<file path="src/rtl/nsfp_params.svh">
// Constants of the sentence framer and timing pulse: characters, rates and counts
`ifndef NSFP_PARAMS_SVH
`define NSFP_PARAMS_SVH

// ----------------------------------------------------------------
// Framing characters
// ----------------------------------------------------------------
`define NSFP_CH_DOLLAR 8'h24
`define NSFP_CH_COMMA 8'h2C
`define NSFP_CH_STAR 8'h2A
`define NSFP_CH_CR 8'h0D
`define NSFP_CH_LF 8'h0A

// ----------------------------------------------------------------
// Timing
// ----------------------------------------------------------------
`define NSFP_CLK_HZ 25000000
`define NSFP_BAUD 9600
// Clock cycles per bit rounded down to whole cycles: 2604 cycles per bit
`define NSFP_BIT_CYC ((`NSFP_CLK_HZ) / (`NSFP_BAUD))
// High time of the second pulse in milliseconds
`define NSFP_PPS_HIGH_MS 100
`define NSFP_PPS_HIGH_CYC ((`NSFP_CLK_HZ / 1000) * `NSFP_PPS_HIGH_MS)
// Least satellite count of a 3D fix that may drive the pulse
`define NSFP_MIN_SATS 6'h04

`endif

</file>
<file path="src/rtl/nsfp_pkg.sv">
// Types and character lookups of the sentence framer
package nsfp_pkg;

  // ----------------------------------------------------------------
  // Sentence types and constellations
  // ----------------------------------------------------------------
  typedef enum logic [2:0] {ST_GGA, ST_GLL, ST_GSA, ST_GSV, ST_VTG, ST_RMC, ST_ZDA} nsfp_sent_t;
  typedef enum logic [1:0] {CN_GPS, CN_GLO, CN_GAL, CN_BDS} nsfp_const_t;

  // Address character idx (0..4) of a sentence
  function automatic logic [7:0] nsfp_addr_char(nsfp_sent_t t, nsfp_const_t c, logic [2:0] idx);
    logic [15:0] talk;
    logic [23:0] kind;
    talk = 16'h474E;
    kind = 24'h474741;
    // Satellite-in-view sentences carry their constellation's talker
    if (t == ST_GSV) begin
      unique case (c)
        CN_GPS: talk = 16'h4750;
        CN_GLO: talk = 16'h474C;
        CN_GAL: talk = 16'h4741;
        CN_BDS: talk = 16'h4742;
      endcase
    end
    // Only these seven types exist
    unique case (t)
      ST_GGA: kind = 24'h474741;
      ST_GLL: kind = 24'h474C4C;
      ST_GSA: kind = 24'h475341;
      ST_GSV: kind = 24'h475356;
      ST_VTG: kind = 24'h565447;
      ST_RMC: kind = 24'h524D43;
      ST_ZDA: kind = 24'h5A4441;
    endcase
    unique case (idx)
      3'h0: return talk[15:8];
      3'h1: return talk[7:0];
      3'h2: return kind[23:16];
      3'h3: return kind[15:8];
      default: return kind[7:0];
    endcase
  endfunction

  // Upper-case hexadecimal digit of a nibble
  function automatic logic [7:0] nsfp_hex_char(logic [3:0] n);
    return (n < 4'hA) ? ({4'h0, n} + 8'h30) : ({4'h0, n} + 8'h37);
  endfunction

endpackage

</file>
<file path="src/rtl/nsfp_byte_if.sv">
// Byte handshake between the framer and its serial transmitter
`timescale 1ns/1ps
interface nsfp_byte_if;
  logic [7:0] data; // Character to send
  logic valid; // Character is waiting
  logic ready; // Transmitter takes it this cycle
  modport src (output data, output valid, input ready);
  modport snk (input data, input valid, output ready);
endinterface

</file>
<file path="src/rtl/nsfp_sentence_framer.sv">
// Sentence framer with serial output and once-per-second timing pulse
// How it works
// - Dollar start, comma separators, asterisk before checksum
// - Two talker then three type characters
// - Carriage return, line feed close each sentence
// - Only GGA GLL GSA GSV VTG RMC ZDA
// - Combined-solution sentences use talker GN
// - Several GSA sentences when constellations mix
// - GSV talker per constellation: GP GL GA GB
// - 3D fix, four satellites: pulse each second
// - No fix: pulse output held low
// - 9600 baud, 8N1 after power-up
// - No flow control; host keeps line rate
`timescale 1ns/1ps
`include "nsfp_params.svh"
module nsfp_sentence_framer #(
  parameter int BIT_CYC = `NSFP_BIT_CYC,
  parameter int PPS_HIGH_CYC = `NSFP_PPS_HIGH_CYC
) (
  // Clock and reset
  input wire logic clk,
  input wire logic srst,
  // Sentence request
  input wire logic reqValid,
  input wire nsfp_pkg::nsfp_sent_t reqType,
  input wire nsfp_pkg::nsfp_const_t reqConst,
  output logic reqReady,
  // Field data
  input wire logic [7:0] dataByte,
  input wire logic dataValid,
  input wire logic dataNoChar,
  input wire logic dataEndField,
  input wire logic dataEndSentence,
  output logic dataReady,
  // Serial line
  output logic txd,
  // Timing pulse
  input wire logic utcSecondTick,
  input wire logic fix3d,
  input wire logic [5:0] satsUsed,
  output logic utcSecondPulseOut
);
  import nsfp_pkg::*;
  localparam int PW = $clog2(PPS_HIGH_CYC + 1);

  // ----------------------------------------------------------------
  // Declarations
  // ----------------------------------------------------------------
  typedef enum logic [3:0] {S_IDLE, S_DOLLAR, S_ADDR, S_COMMA, S_DATA, S_STAR, S_CKHI, S_CKLO, S_CR, S_LF} nsfp_st_t;
  nsfp_st_t stateR, stateNxt; // Position in the sentence
  logic [2:0] idxR, idxNxt; // Address character index
  logic [7:0] ckR, ckNxt; // Running checksum
  logic [7:0] chR, chNxt; // Character offered to the transmitter
  logic chValR, chValNxt; // Offered character not yet taken
  nsfp_sent_t typeR, typeNxt; // Latched sentence type
  nsfp_const_t constR, constNxt; // Latched constellation
  logic reqReadyR, reqReadyNxt; // Request slot open
  logic dataReadyR, dataReadyNxt; // Field data slot open
  logic ppsR, ppsNxt; // Pulse level
  logic [PW-1:0] ppsCntR, ppsCntNxt; // High cycles left
  logic fixOk; // Fix good enough to time the pulse
  logic txReady; // Transmitter takes the offered character
  nsfp_byte_if txIf ();

  assign txIf.data = chR;
  assign txIf.valid = chValR;
  assign txReady = txIf.ready;
  assign reqReady = reqReadyR;
  assign dataReady = dataReadyR;
  assign utcSecondPulseOut = ppsR;

  // ----------------------------------------------------------------
  // Serial transmitter
  // ----------------------------------------------------------------
  nsfp_uart_tx #(.BIT_CYC(BIT_CYC)) u_tx (
    .clk(clk),
    .srst(srst),
    .bus(txIf),
    .txd(txd)
  );

  // ----------------------------------------------------------------
  // Sentence sequencing
  // ----------------------------------------------------------------
  // One character is held at a time; the framer waits on the transmitter,
  // which never waits on the host, so the line runs at full rate.
  always_comb begin
    stateNxt = stateR;
    idxNxt = idxR;
    ckNxt = ckR;
    chNxt = chR;
    typeNxt = typeR;
    constNxt = constR;
    // Taken characters free the slot; an untaken one stays put
    chValNxt = chValR && !txReady;
    unique case (stateR)
      S_IDLE: begin
        // Each request is one sentence; GSA may be asked for repeatedly
        if (reqValid && reqReadyR) begin
          typeNxt = reqType;
          constNxt = reqConst;
          stateNxt = S_DOLLAR;
        end
      end
      S_DOLLAR: begin
        // Start character, checksum cleared
        if (!chValR) begin
          chNxt = `NSFP_CH_DOLLAR;
          chValNxt = 1'b1;
          ckNxt = 8'h00;
          idxNxt = 3'h0;
          stateNxt = S_ADDR;
        end
      end
      S_ADDR: begin
        // Talker then sentence type
        if (!chValR) begin
          chNxt = nsfp_addr_char(typeR, constR, idxR);
          chValNxt = 1'b1;
          ckNxt = ckR ^ nsfp_addr_char(typeR, constR, idxR);
          idxNxt = idxR + 3'h1;
          if (idxR == 3'h4) begin
            stateNxt = S_COMMA;
          end
        end
      end
      S_COMMA: begin
        // Field separator, counted into the checksum
        if (!chValR) begin
          chNxt = `NSFP_CH_COMMA;
          chValNxt = 1'b1;
          ckNxt = ckR ^ `NSFP_CH_COMMA;
          stateNxt = S_DATA;
        end
      end
      S_DATA: begin
        if (dataValid && dataReadyR) begin
          // An empty beat sends no character; only its end flags act
          if (!dataNoChar) begin
            chNxt = dataByte;
            chValNxt = 1'b1;
            ckNxt = ckR ^ dataByte;
          end
          if (dataEndSentence) begin
            stateNxt = S_STAR;
          end else if (dataEndField) begin
            stateNxt = S_COMMA;
          end
        end
      end
      S_STAR: begin
        // Checksum delimiter, not counted
        if (!chValR) begin
          chNxt = `NSFP_CH_STAR;
          chValNxt = 1'b1;
          stateNxt = S_CKHI;
        end
      end
      S_CKHI: begin
        if (!chValR) begin
          chNxt = nsfp_hex_char(ckR[7:4]);
          chValNxt = 1'b1;
          stateNxt = S_CKLO;
        end
      end
      S_CKLO: begin
        if (!chValR) begin
          chNxt = nsfp_hex_char(ckR[3:0]);
          chValNxt = 1'b1;
          stateNxt = S_CR;
        end
      end
      S_CR: begin
        if (!chValR) begin
          chNxt = `NSFP_CH_CR;
          chValNxt = 1'b1;
          stateNxt = S_LF;
        end
      end
      S_LF: begin
        if (!chValR) begin
          chNxt = `NSFP_CH_LF;
          chValNxt = 1'b1;
          stateNxt = S_IDLE;
        end
      end
    endcase
    // Slots are offered only when the next cycle can take them
    reqReadyNxt = (stateNxt == S_IDLE);
    dataReadyNxt = (stateNxt == S_DATA) && !chValNxt;
  end

  // Registers
  always_ff @(posedge clk) begin
    if (srst) begin
      stateR <= S_IDLE;
      idxR <= 3'h0;
      ckR <= 8'h00;
      chR <= 8'h00;
      chValR <= 1'b0;
      typeR <= ST_GGA;
      constR <= CN_GPS;
      reqReadyR <= 1'b0;
      dataReadyR <= 1'b0;
    end else begin
      stateR <= stateNxt;
      idxR <= idxNxt;
      ckR <= ckNxt;
      chR <= chNxt;
      chValR <= chValNxt;
      typeR <= typeNxt;
      constR <= constNxt;
      reqReadyR <= reqReadyNxt;
      dataReadyR <= dataReadyNxt;
    end
  end
  // ----------------------------------------------------------------
  // Timing pulse
  // ----------------------------------------------------------------
  // Edge alignment is only as good as the tick input: one cycle late at most.
  assign fixOk = fix3d && (satsUsed >= `NSFP_MIN_SATS);

  always_comb begin
    ppsNxt = ppsR;
    ppsCntNxt = ppsCntR;
    if (!fixOk) begin
      // Losing the fix cuts a pulse short
      ppsNxt = 1'b0;
      ppsCntNxt = '0;
    end else if (utcSecondTick) begin
      // Rise on the second boundary
      ppsNxt = 1'b1;
      ppsCntNxt = PW'(PPS_HIGH_CYC - 1);
    end else if (ppsCntR != '0) begin
      ppsCntNxt = ppsCntR - PW'(1);
    end else begin
      ppsNxt = 1'b0;
    end
  end

  // Registers
  always_ff @(posedge clk) begin
    if (srst) begin
      ppsR <= 1'b0;
      ppsCntR <= '0;
    end else begin
      ppsR <= ppsNxt;
      ppsCntR <= ppsCntNxt;
    end
  end
endmodule // nsfp_sentence_framer

</file>
<file path="src/rtl/nsfp_uart_tx.sv">
// Serial transmitter: 8 data bits, no parity, one stop bit
`timescale 1ns/1ps
`include "nsfp_params.svh"
module nsfp_uart_tx #(
  parameter int BIT_CYC = `NSFP_BIT_CYC
) (
  // Clock and reset
  input wire logic clk,
  input wire logic srst,
  // Characters in
  nsfp_byte_if.snk bus,
  // Serial line
  output logic txd
);
  import nsfp_pkg::*;

  localparam int CW = $clog2(BIT_CYC);

  logic [8:0] shR, shNxt; // Data bits then stop bit, LSB first
  logic [3:0] bitsR, bitsNxt; // Bits still to send after the current one
  logic [CW-1:0] cntR, cntNxt; // Cycles into the current bit
  logic txdR, txdNxt; // Line level, idle high
  logic busyR, busyNxt; // A character is on the line

  // No flow control input: ready depends only on our own progress
  assign bus.ready = !busyR;
  assign txd = txdR;

  // ----------------------------------------------------------------
  // Bit sequencing
  // ----------------------------------------------------------------
  always_comb begin
    shNxt = shR;
    bitsNxt = bitsR;
    cntNxt = cntR;
    txdNxt = txdR;
    busyNxt = busyR;
    if (!busyR) begin
      // Take a character and open with the start bit
      if (bus.valid) begin
        shNxt = {1'b1, bus.data};
        bitsNxt = 4'h9;
        cntNxt = '0;
        txdNxt = 1'b0;
        busyNxt = 1'b1;
      end
    end else if (cntR == CW'(BIT_CYC - 1)) begin
      cntNxt = '0;
      if (bitsR == 4'h0) begin
        // Stop bit has had its full time
        busyNxt = 1'b0;
      end else begin
        txdNxt = shR[0];
        shNxt = {1'b1, shR[8:1]};
        bitsNxt = bitsR - 4'h1;
      end
    end else begin
      cntNxt = cntR + CW'(1);
    end
  end

  // Registers
  always_ff @(posedge clk) begin
    if (srst) begin
      shR <= '1;
      bitsR <= 4'h0;
      cntR <= '0;
      txdR <= 1'b1;
      busyR <= 1'b0;
    end else begin
      shR <= shNxt;
      bitsR <= bitsNxt;
      cntR <= cntNxt;
      txdR <= txdNxt;
      busyR <= busyNxt;
    end
  end
endmodule // nsfp_uart_tx
</file>
<file path="config.mk">
export PLATFORM = sky130hd
export DESIGN_NAME = nsfp_sentence_framer
export DESIGN_NICKNAME = d
export VERILOG_FILES = /design/src/rtl/nsfp_pkg.sv /design/src/rtl/nsfp_byte_if.sv /design/src/rtl/nsfp_sentence_framer.sv /design/src/rtl/nsfp_uart_tx.sv
export VERILOG_INCLUDE_DIRS = /design/src /design/src/rtl
export SDC_FILE = /design/constraint.sdc
export NUM_CORES = 1
export LEC_CHECK = 0
export ABC_AREA = 0
export BUFFER_PORTS_ARGS = -buffer_cell sky130_fd_sc_hd__buf_2
export CAP_MARGIN = 20
export CORE_UTILIZATION = 55
export DETAILED_ROUTE_END_ITERATION = 16
export GPL_TIMING_DRIVEN = 0
export MAX_ROUTING_LAYER = met4
export PLACE_DENSITY_LB_ADDON = 0.2
export SLEW_MARGIN = 15
export SYNTH_ARGS = -nofsm -noshare
export SYNTH_HDL_FRONTEND = slang
export SYNTH_SLANG_ARGS = --single-unit
</file>
<file path="constraint.sdc">
create_clock -name clk -period 1.9 [get_ports clk]
set_input_delay 0.285 -clock clk [delete_from_list [all_inputs] [get_ports clk]]
set_output_delay 0.285 -clock clk [all_outputs]
set_load 0.02 [all_outputs]
</file>
# Word level (Yosys, flattened, before mapping)
# Cells that the tools add are included.
# word_totals
regBits	81
latchBits	0
ram_bits	0
rom_bits	0
output_inout_bits	4
n_memories	0
# op_classes
addsub	8
multipliers	0
div_mod_pow	0
n_lt_le_gt_ge	3
eq_ne	37
shift	0
n_mux	68
n_bitwise	5
n_reduce_logical	28
# ops
cell	n
one-hot mux 24 bit (7 select lines)	1
two-way mux 8 bit	15
one-hot mux 8 bit (9 select lines)	1
two-way mux 4 bit	17
one-hot mux 16 bit (4 select lines)	1
one-hot mux 8 bit (4 select lines)	2
two-way mux 22 bit	2
one-hot mux 4 bit (10 select lines)	1
two-way mux 12 bit	3
two-way mux 9 bit	4
adder 4 x 6 -> 7 bit, second input constant	4
!= test 2 bit, second input constant	13
nonzero test 22 bit	1
subtractor 22 x 1 -> 22 bit, second input constant	1
== test 4 x 3 -> 1 bit, second input constant	5
two-way mux 16 bit	1
XOR 8 bit	2
two-way mux 7 bit	2
two-way mux 1 bit	13
adder 12 x 1 -> 12 bit, second input constant	1
== test 12 bit, second input constant	1
== test 3 x 2 -> 1 bit, second input constant	4
== test 3 bit, second input constant	4
logical NOT 4 bit	3
31 further kinds	47

# Longest topological paths before layout
# depth
word_depth	9
ltp_mapped	8
ltp_nobuf	7

# Cells and area by module
# A second synthesis with hierarchy kept.
# hier_totals
cells_unflattened	613
hier_area_um2	4875.9
# by_module_without_submodules
module	instances	cells_each	area_per_inst_um2
nsfp_sentence_framer	1	452	3520.9
nsfp_uart_tx	1	161	1355.0

# Worst setup path after synthesis
# OpenSTA, ideal clock, no wires.
# synth_timing
kind	register -> register
from	reg idxR[2]
to	reg ckR[1]
setup_ns	0.121
arrival_ns	1.873
path_slack_ns	-0.093
stages_incl_launch_ff	9
period_less_slack_ns	1.993
cell_sequence	dfxtp_1 clkbuf_1 inv_1 ha_1 inv_1 o311a_1 a2111oi_0 a31oi_1 mux2_2
# synth_between
elab_chain_len	7
elab_cells_between_ends	10
cone_classes	eq/ne: 3; mux: 5; bitwise: 1; reduce/logical: 1
# synth_lines
item	line	rtl
from (decl)	nsfp_sentence_framer.sv:51	logic [2:0] idxR, idxNxt;
from (signal assigned)	nsfp_sentence_framer.sv:207	idxR <= idxNxt;
== test 3 x 2 -> 1 bit (tied with other cells)	nsfp_pkg.sv:35	unique case (idx)
one-hot mux 8 bit (4 select lines) *	nsfp_pkg.sv:35	
two-way mux 8 bit *	--	
two-way mux 8 bit *	nsfp_sentence_framer.sv:96	unique case (stateR)
XOR 8 bit *	nsfp_sentence_framer.sv:120	ckNxt = ckR ^ nsfp_addr_char(typeR, constR, idxR);
two-way mux 8 bit *	nsfp_sentence_framer.sv:117	if (!chValR) begin
one-hot mux 8 bit (4 select lines) *	nsfp_sentence_framer.sv:96	
to (signal assigned)	nsfp_sentence_framer.sv:208	ckR <= ckNxt;
to (decl)	nsfp_sentence_framer.sv:52	logic [7:0] ckR, ckNxt;
# Mark *: on every way between the ends. The rest lies on a longest branch, timed or not. The select of a mux whose other input is x is not followed.
# A chain may end at the register's enable or synchronous reset.

# Worst setup path after layout
# layout_timing
from	reg ppsCntR[7]
to	reg ppsCntR[15]
# layout_between
elab_chain_len	1
elab_cells_between_ends	2
cone_classes	add/sub: 1; reduce/logical: 1
# layout_lines
item	line	rtl
from (decl)	nsfp_sentence_framer.sv:60	logic [PW-1:0] ppsCntR, ppsCntNxt;
from (signal assigned)	nsfp_sentence_framer.sv:248	ppsCntR <= ppsCntNxt;
subtractor 22 x 1 -> 22 bit or nonzero test 22 bit (tied branches)	nsfp_sentence_framer.sv:235, nsfp_sentence_framer.sv:234	
# Several ways; a longest one is shown, not always the timed one.

==> impl_metrics.json <==
{
  "seq_area_frac_synth": 0.326,
  "final_util": 0.726,
  "status": "finished, violations left",
  "cts_hold_buf": 0,
  "final_common_cell": "dfxtp_1",
  "failed_checks": "setup timing",
  "finalCriticalPeriod_ps": 2050,
  "start_util": 0.566,
  "end_kind": "register",
  "worstPathRequired_ps": 2180,
  "powerDensity_mw_per_mm2": 1130,
  "rsz0062_at_grt": "yes",
  "antenna_found_initial": 0,
  "wl_um": 14900,
  "antenna_left": 0,
  "fin_setup_tns_ps": -847,
  "drtPass1Iterations": 5,
  "fmaxAchievable_ghz": 0.487,
  "area_growth_syn_to_layout_pct": 28.2,
  "fin_nets": 720,
  "synth.area.mux_share": 0.0405,
  "via_count": 5053,
  "first_iter_violations": 281,
  "place_ws_ps": -484,
  "ios": 32,
  "async_reset_ff_frac": 0,
  "synth_edf_count": 0,
  "std_cell_rows": 34,
  "root_buffer": "clkbuf_8",
  "mostFrequentLayoutCells": "dfxtp_1, nand2_1, nor2_1, a21oi_1, buf_4",
  "insertedDiodeCount": 0,
  "final_max_slew_viol_count": 0,
  "dp_cells": 753,
  "tightestPinTransition_ps": 644,
  "synth_compound_area_frac": 0.256,
  "yosys.area_share.simple": 0.270,
  "synthCells": 616,
  "wl_per_cell_um": 18.8,
  "numPortBuffers": 29,
  "clk_pin_slew_ps": 100,
  "core_mm2": 0.00868,
  "hold_path.class": "in2reg",
  "clk_latency_ps": 360,
  "cp_data_arrival_time_ps": 2330,
  "synth_fa_ha_area_frac": 0.0255,
  "first_global_vias": 4553,
  "timing.final.setup_violations": 15,
  "grt_start_max_net_pins": 17,
  "cts_tree": "done",
  "cts_buffers": 9,
  "skew_ps": 22.7,
  "die_w_um": 96.5,
  "yosys.area_share.xor_xnor": 0.0356,
  "dieArea_mm2": 0.00932,
  "fp.dieH_um": 96.5,
  "whs_ps": 155,
  "place.gp.congestion": 0.939,
  "yosysUniqueCellTypes": 76,
  "hold_violations": 0,
  "crit_fanout": 6,
  "syn_avg_cell_area_um2": 7.98,
  "ys.flop_type": "dfxtp_1",
  "via_per_inst": 6.36,
  "drc": 0,
  "synth_fp_nets": 654,
  "finalWorstSetupSlack_ps": -152,
  "synth_top_family_by_area": "simple AND/OR/NAND/NOR gates",
  "drive_gt1_frac": 0.323,
  "startpoint_type": "register",
  "finalNonFillerCells": 795,
  "path_class": "reg2reg",
  "synth_seq_cells": 80,
  "cts_buffer_depth": 2,
  "grt_overflow": 0,
  "track_usage": 0.326,
  "syn_area_mm2": 0.00492,
  "yosys_warnings": 0,
  "p_leak_nw": 2.25,
  "clock-sinks": 80,
  "grt_pass1_wl_um": 22500,
  "max_slew_margin": 0.571,
  "finalCritPeriodShare": 1.08,
  "htree_levels": 3,
  "drv_cap": 0,
  "dp_hpwl_um": 9880,
  "ir_drop_uv": 551
}
-- routing by layer --
layer | global-route usage | vias up | part of all wire
met5 | - | - | 0
met4 | 0.109 | 0 | 0.022
met3 | 0.0446 | 29 | 0.053
met2 | 0.541 | 172 | 0.50
met1 | 0.407 | 2437 | 0.43
li1 | - | 2415 | -
-- flip-flops by register name (all words and copies together) (netlist names) --
signal and cells:
chR 8, chValR 1, ckR 8, constR 2, dataReady 1, idxR 3, ppsCntR 22, reqReady 1
stateR 4, typeR 3, u_tx.bitsR 4, u_tx.busyR 1, u_tx.cntR 12, u_tx.shR 8, u_tx.txd 1, utcSecondPulseOut 1
-- worst paths after layout --
check,endpoint,slack (ps),startpoint,cells after the start
worst min register to register,chR[1],460,chR[1],2
worst min-delay path,typeR[2],150,reqType[2],3
worst max register to register,ppsCntR[15],-150,ppsCntR[7],6
worst max-delay path,ppsCntR[15],-150,ppsCntR[7],6
-- cell type report --
| type | instances | area [um2] |
|---|---|---|
| Multi-Input combinational cell | 475 | 3600 |
| Fill cell | 684 | 2370 |
| Tap cell | 108 | 135 |
| Timing Repair Buffer | 62 | 437 |
| Clock buffer | 9 | 124 |
| Buffer | 30 | 186 |
| Inverter | 24 | 93.8 |
| Clock inverter | 7 | 83.8 |
| Sequential cell | 80 | 1650 |
-- logic make-up (layout without fill, tap and decap cells) --
logic type,count (synthesis),in the layout
compound gates,184,184
xor+xnor,20,20
fa+ha+maj,10,10
buf+inv,61,132
flops,80,80
mux,19,19
simple gates,242,242
-- critical path, stage by stage, from the launching register on --
cell and delay (ps):
dfxtp_2 360, or3_1 360, clkbuf_4 190, nor2_1 350, o211ai_4 150, or4_1 430, a21oi_1 140
-- stage by stage --
stage	total power, mW	area, um2
CTS	6.63	5920
detailed placement	4.80	5220
global placement	4.75	5220
global route	7.50	6300
floorplan	4.11	4940
finish	7.11	6300
-- where the power goes --
| group | switching, mW | internal [mW] | leakage, nW | total [mW] |
|---|---|---|---|---|
| logic | 2.00 | 1.53 | 1.48 | 3.53 |
| registers | 0.282 | 1.95 | 0.663 | 2.23 |
| clock network | 0.719 | 0.633 | 0.103 | 1.35 |
| total | 3.01 | 4.11 | 2.25 | 7.11 |
-- cell usage after synthesis, types with 9 or more instances --
cell type	number	area share
dfxtp_1	80	0.33
nand2_1	58	0.044
nor2_1	58	0.044
a21oi_1	43	0.044
o21ai_0	35	0.036
clkbuf_1	33	0.025
inv_1	22	0.017
nor2b_1	18	0.023
nand3_1	14	0.014
mux2i_1	12	0.024
nor3_1	12	0.012
xnor2_1	12	0.021
a21boi_0	10	0.015
ha_1	10	0.025
a211oi_1	9	0.014
or3_1	9	0.011
-- timing repair --
action                                 in CTS  in global routing
cloned                                      0                  0
endpoints found under the hold margin       0                  0
pin swaps                                  22                 35
resized for setup                          99                 95
setup buffers                              19                 14
setup endpoints to repair                  60                 62
Power figures use the tool's default switching activity.
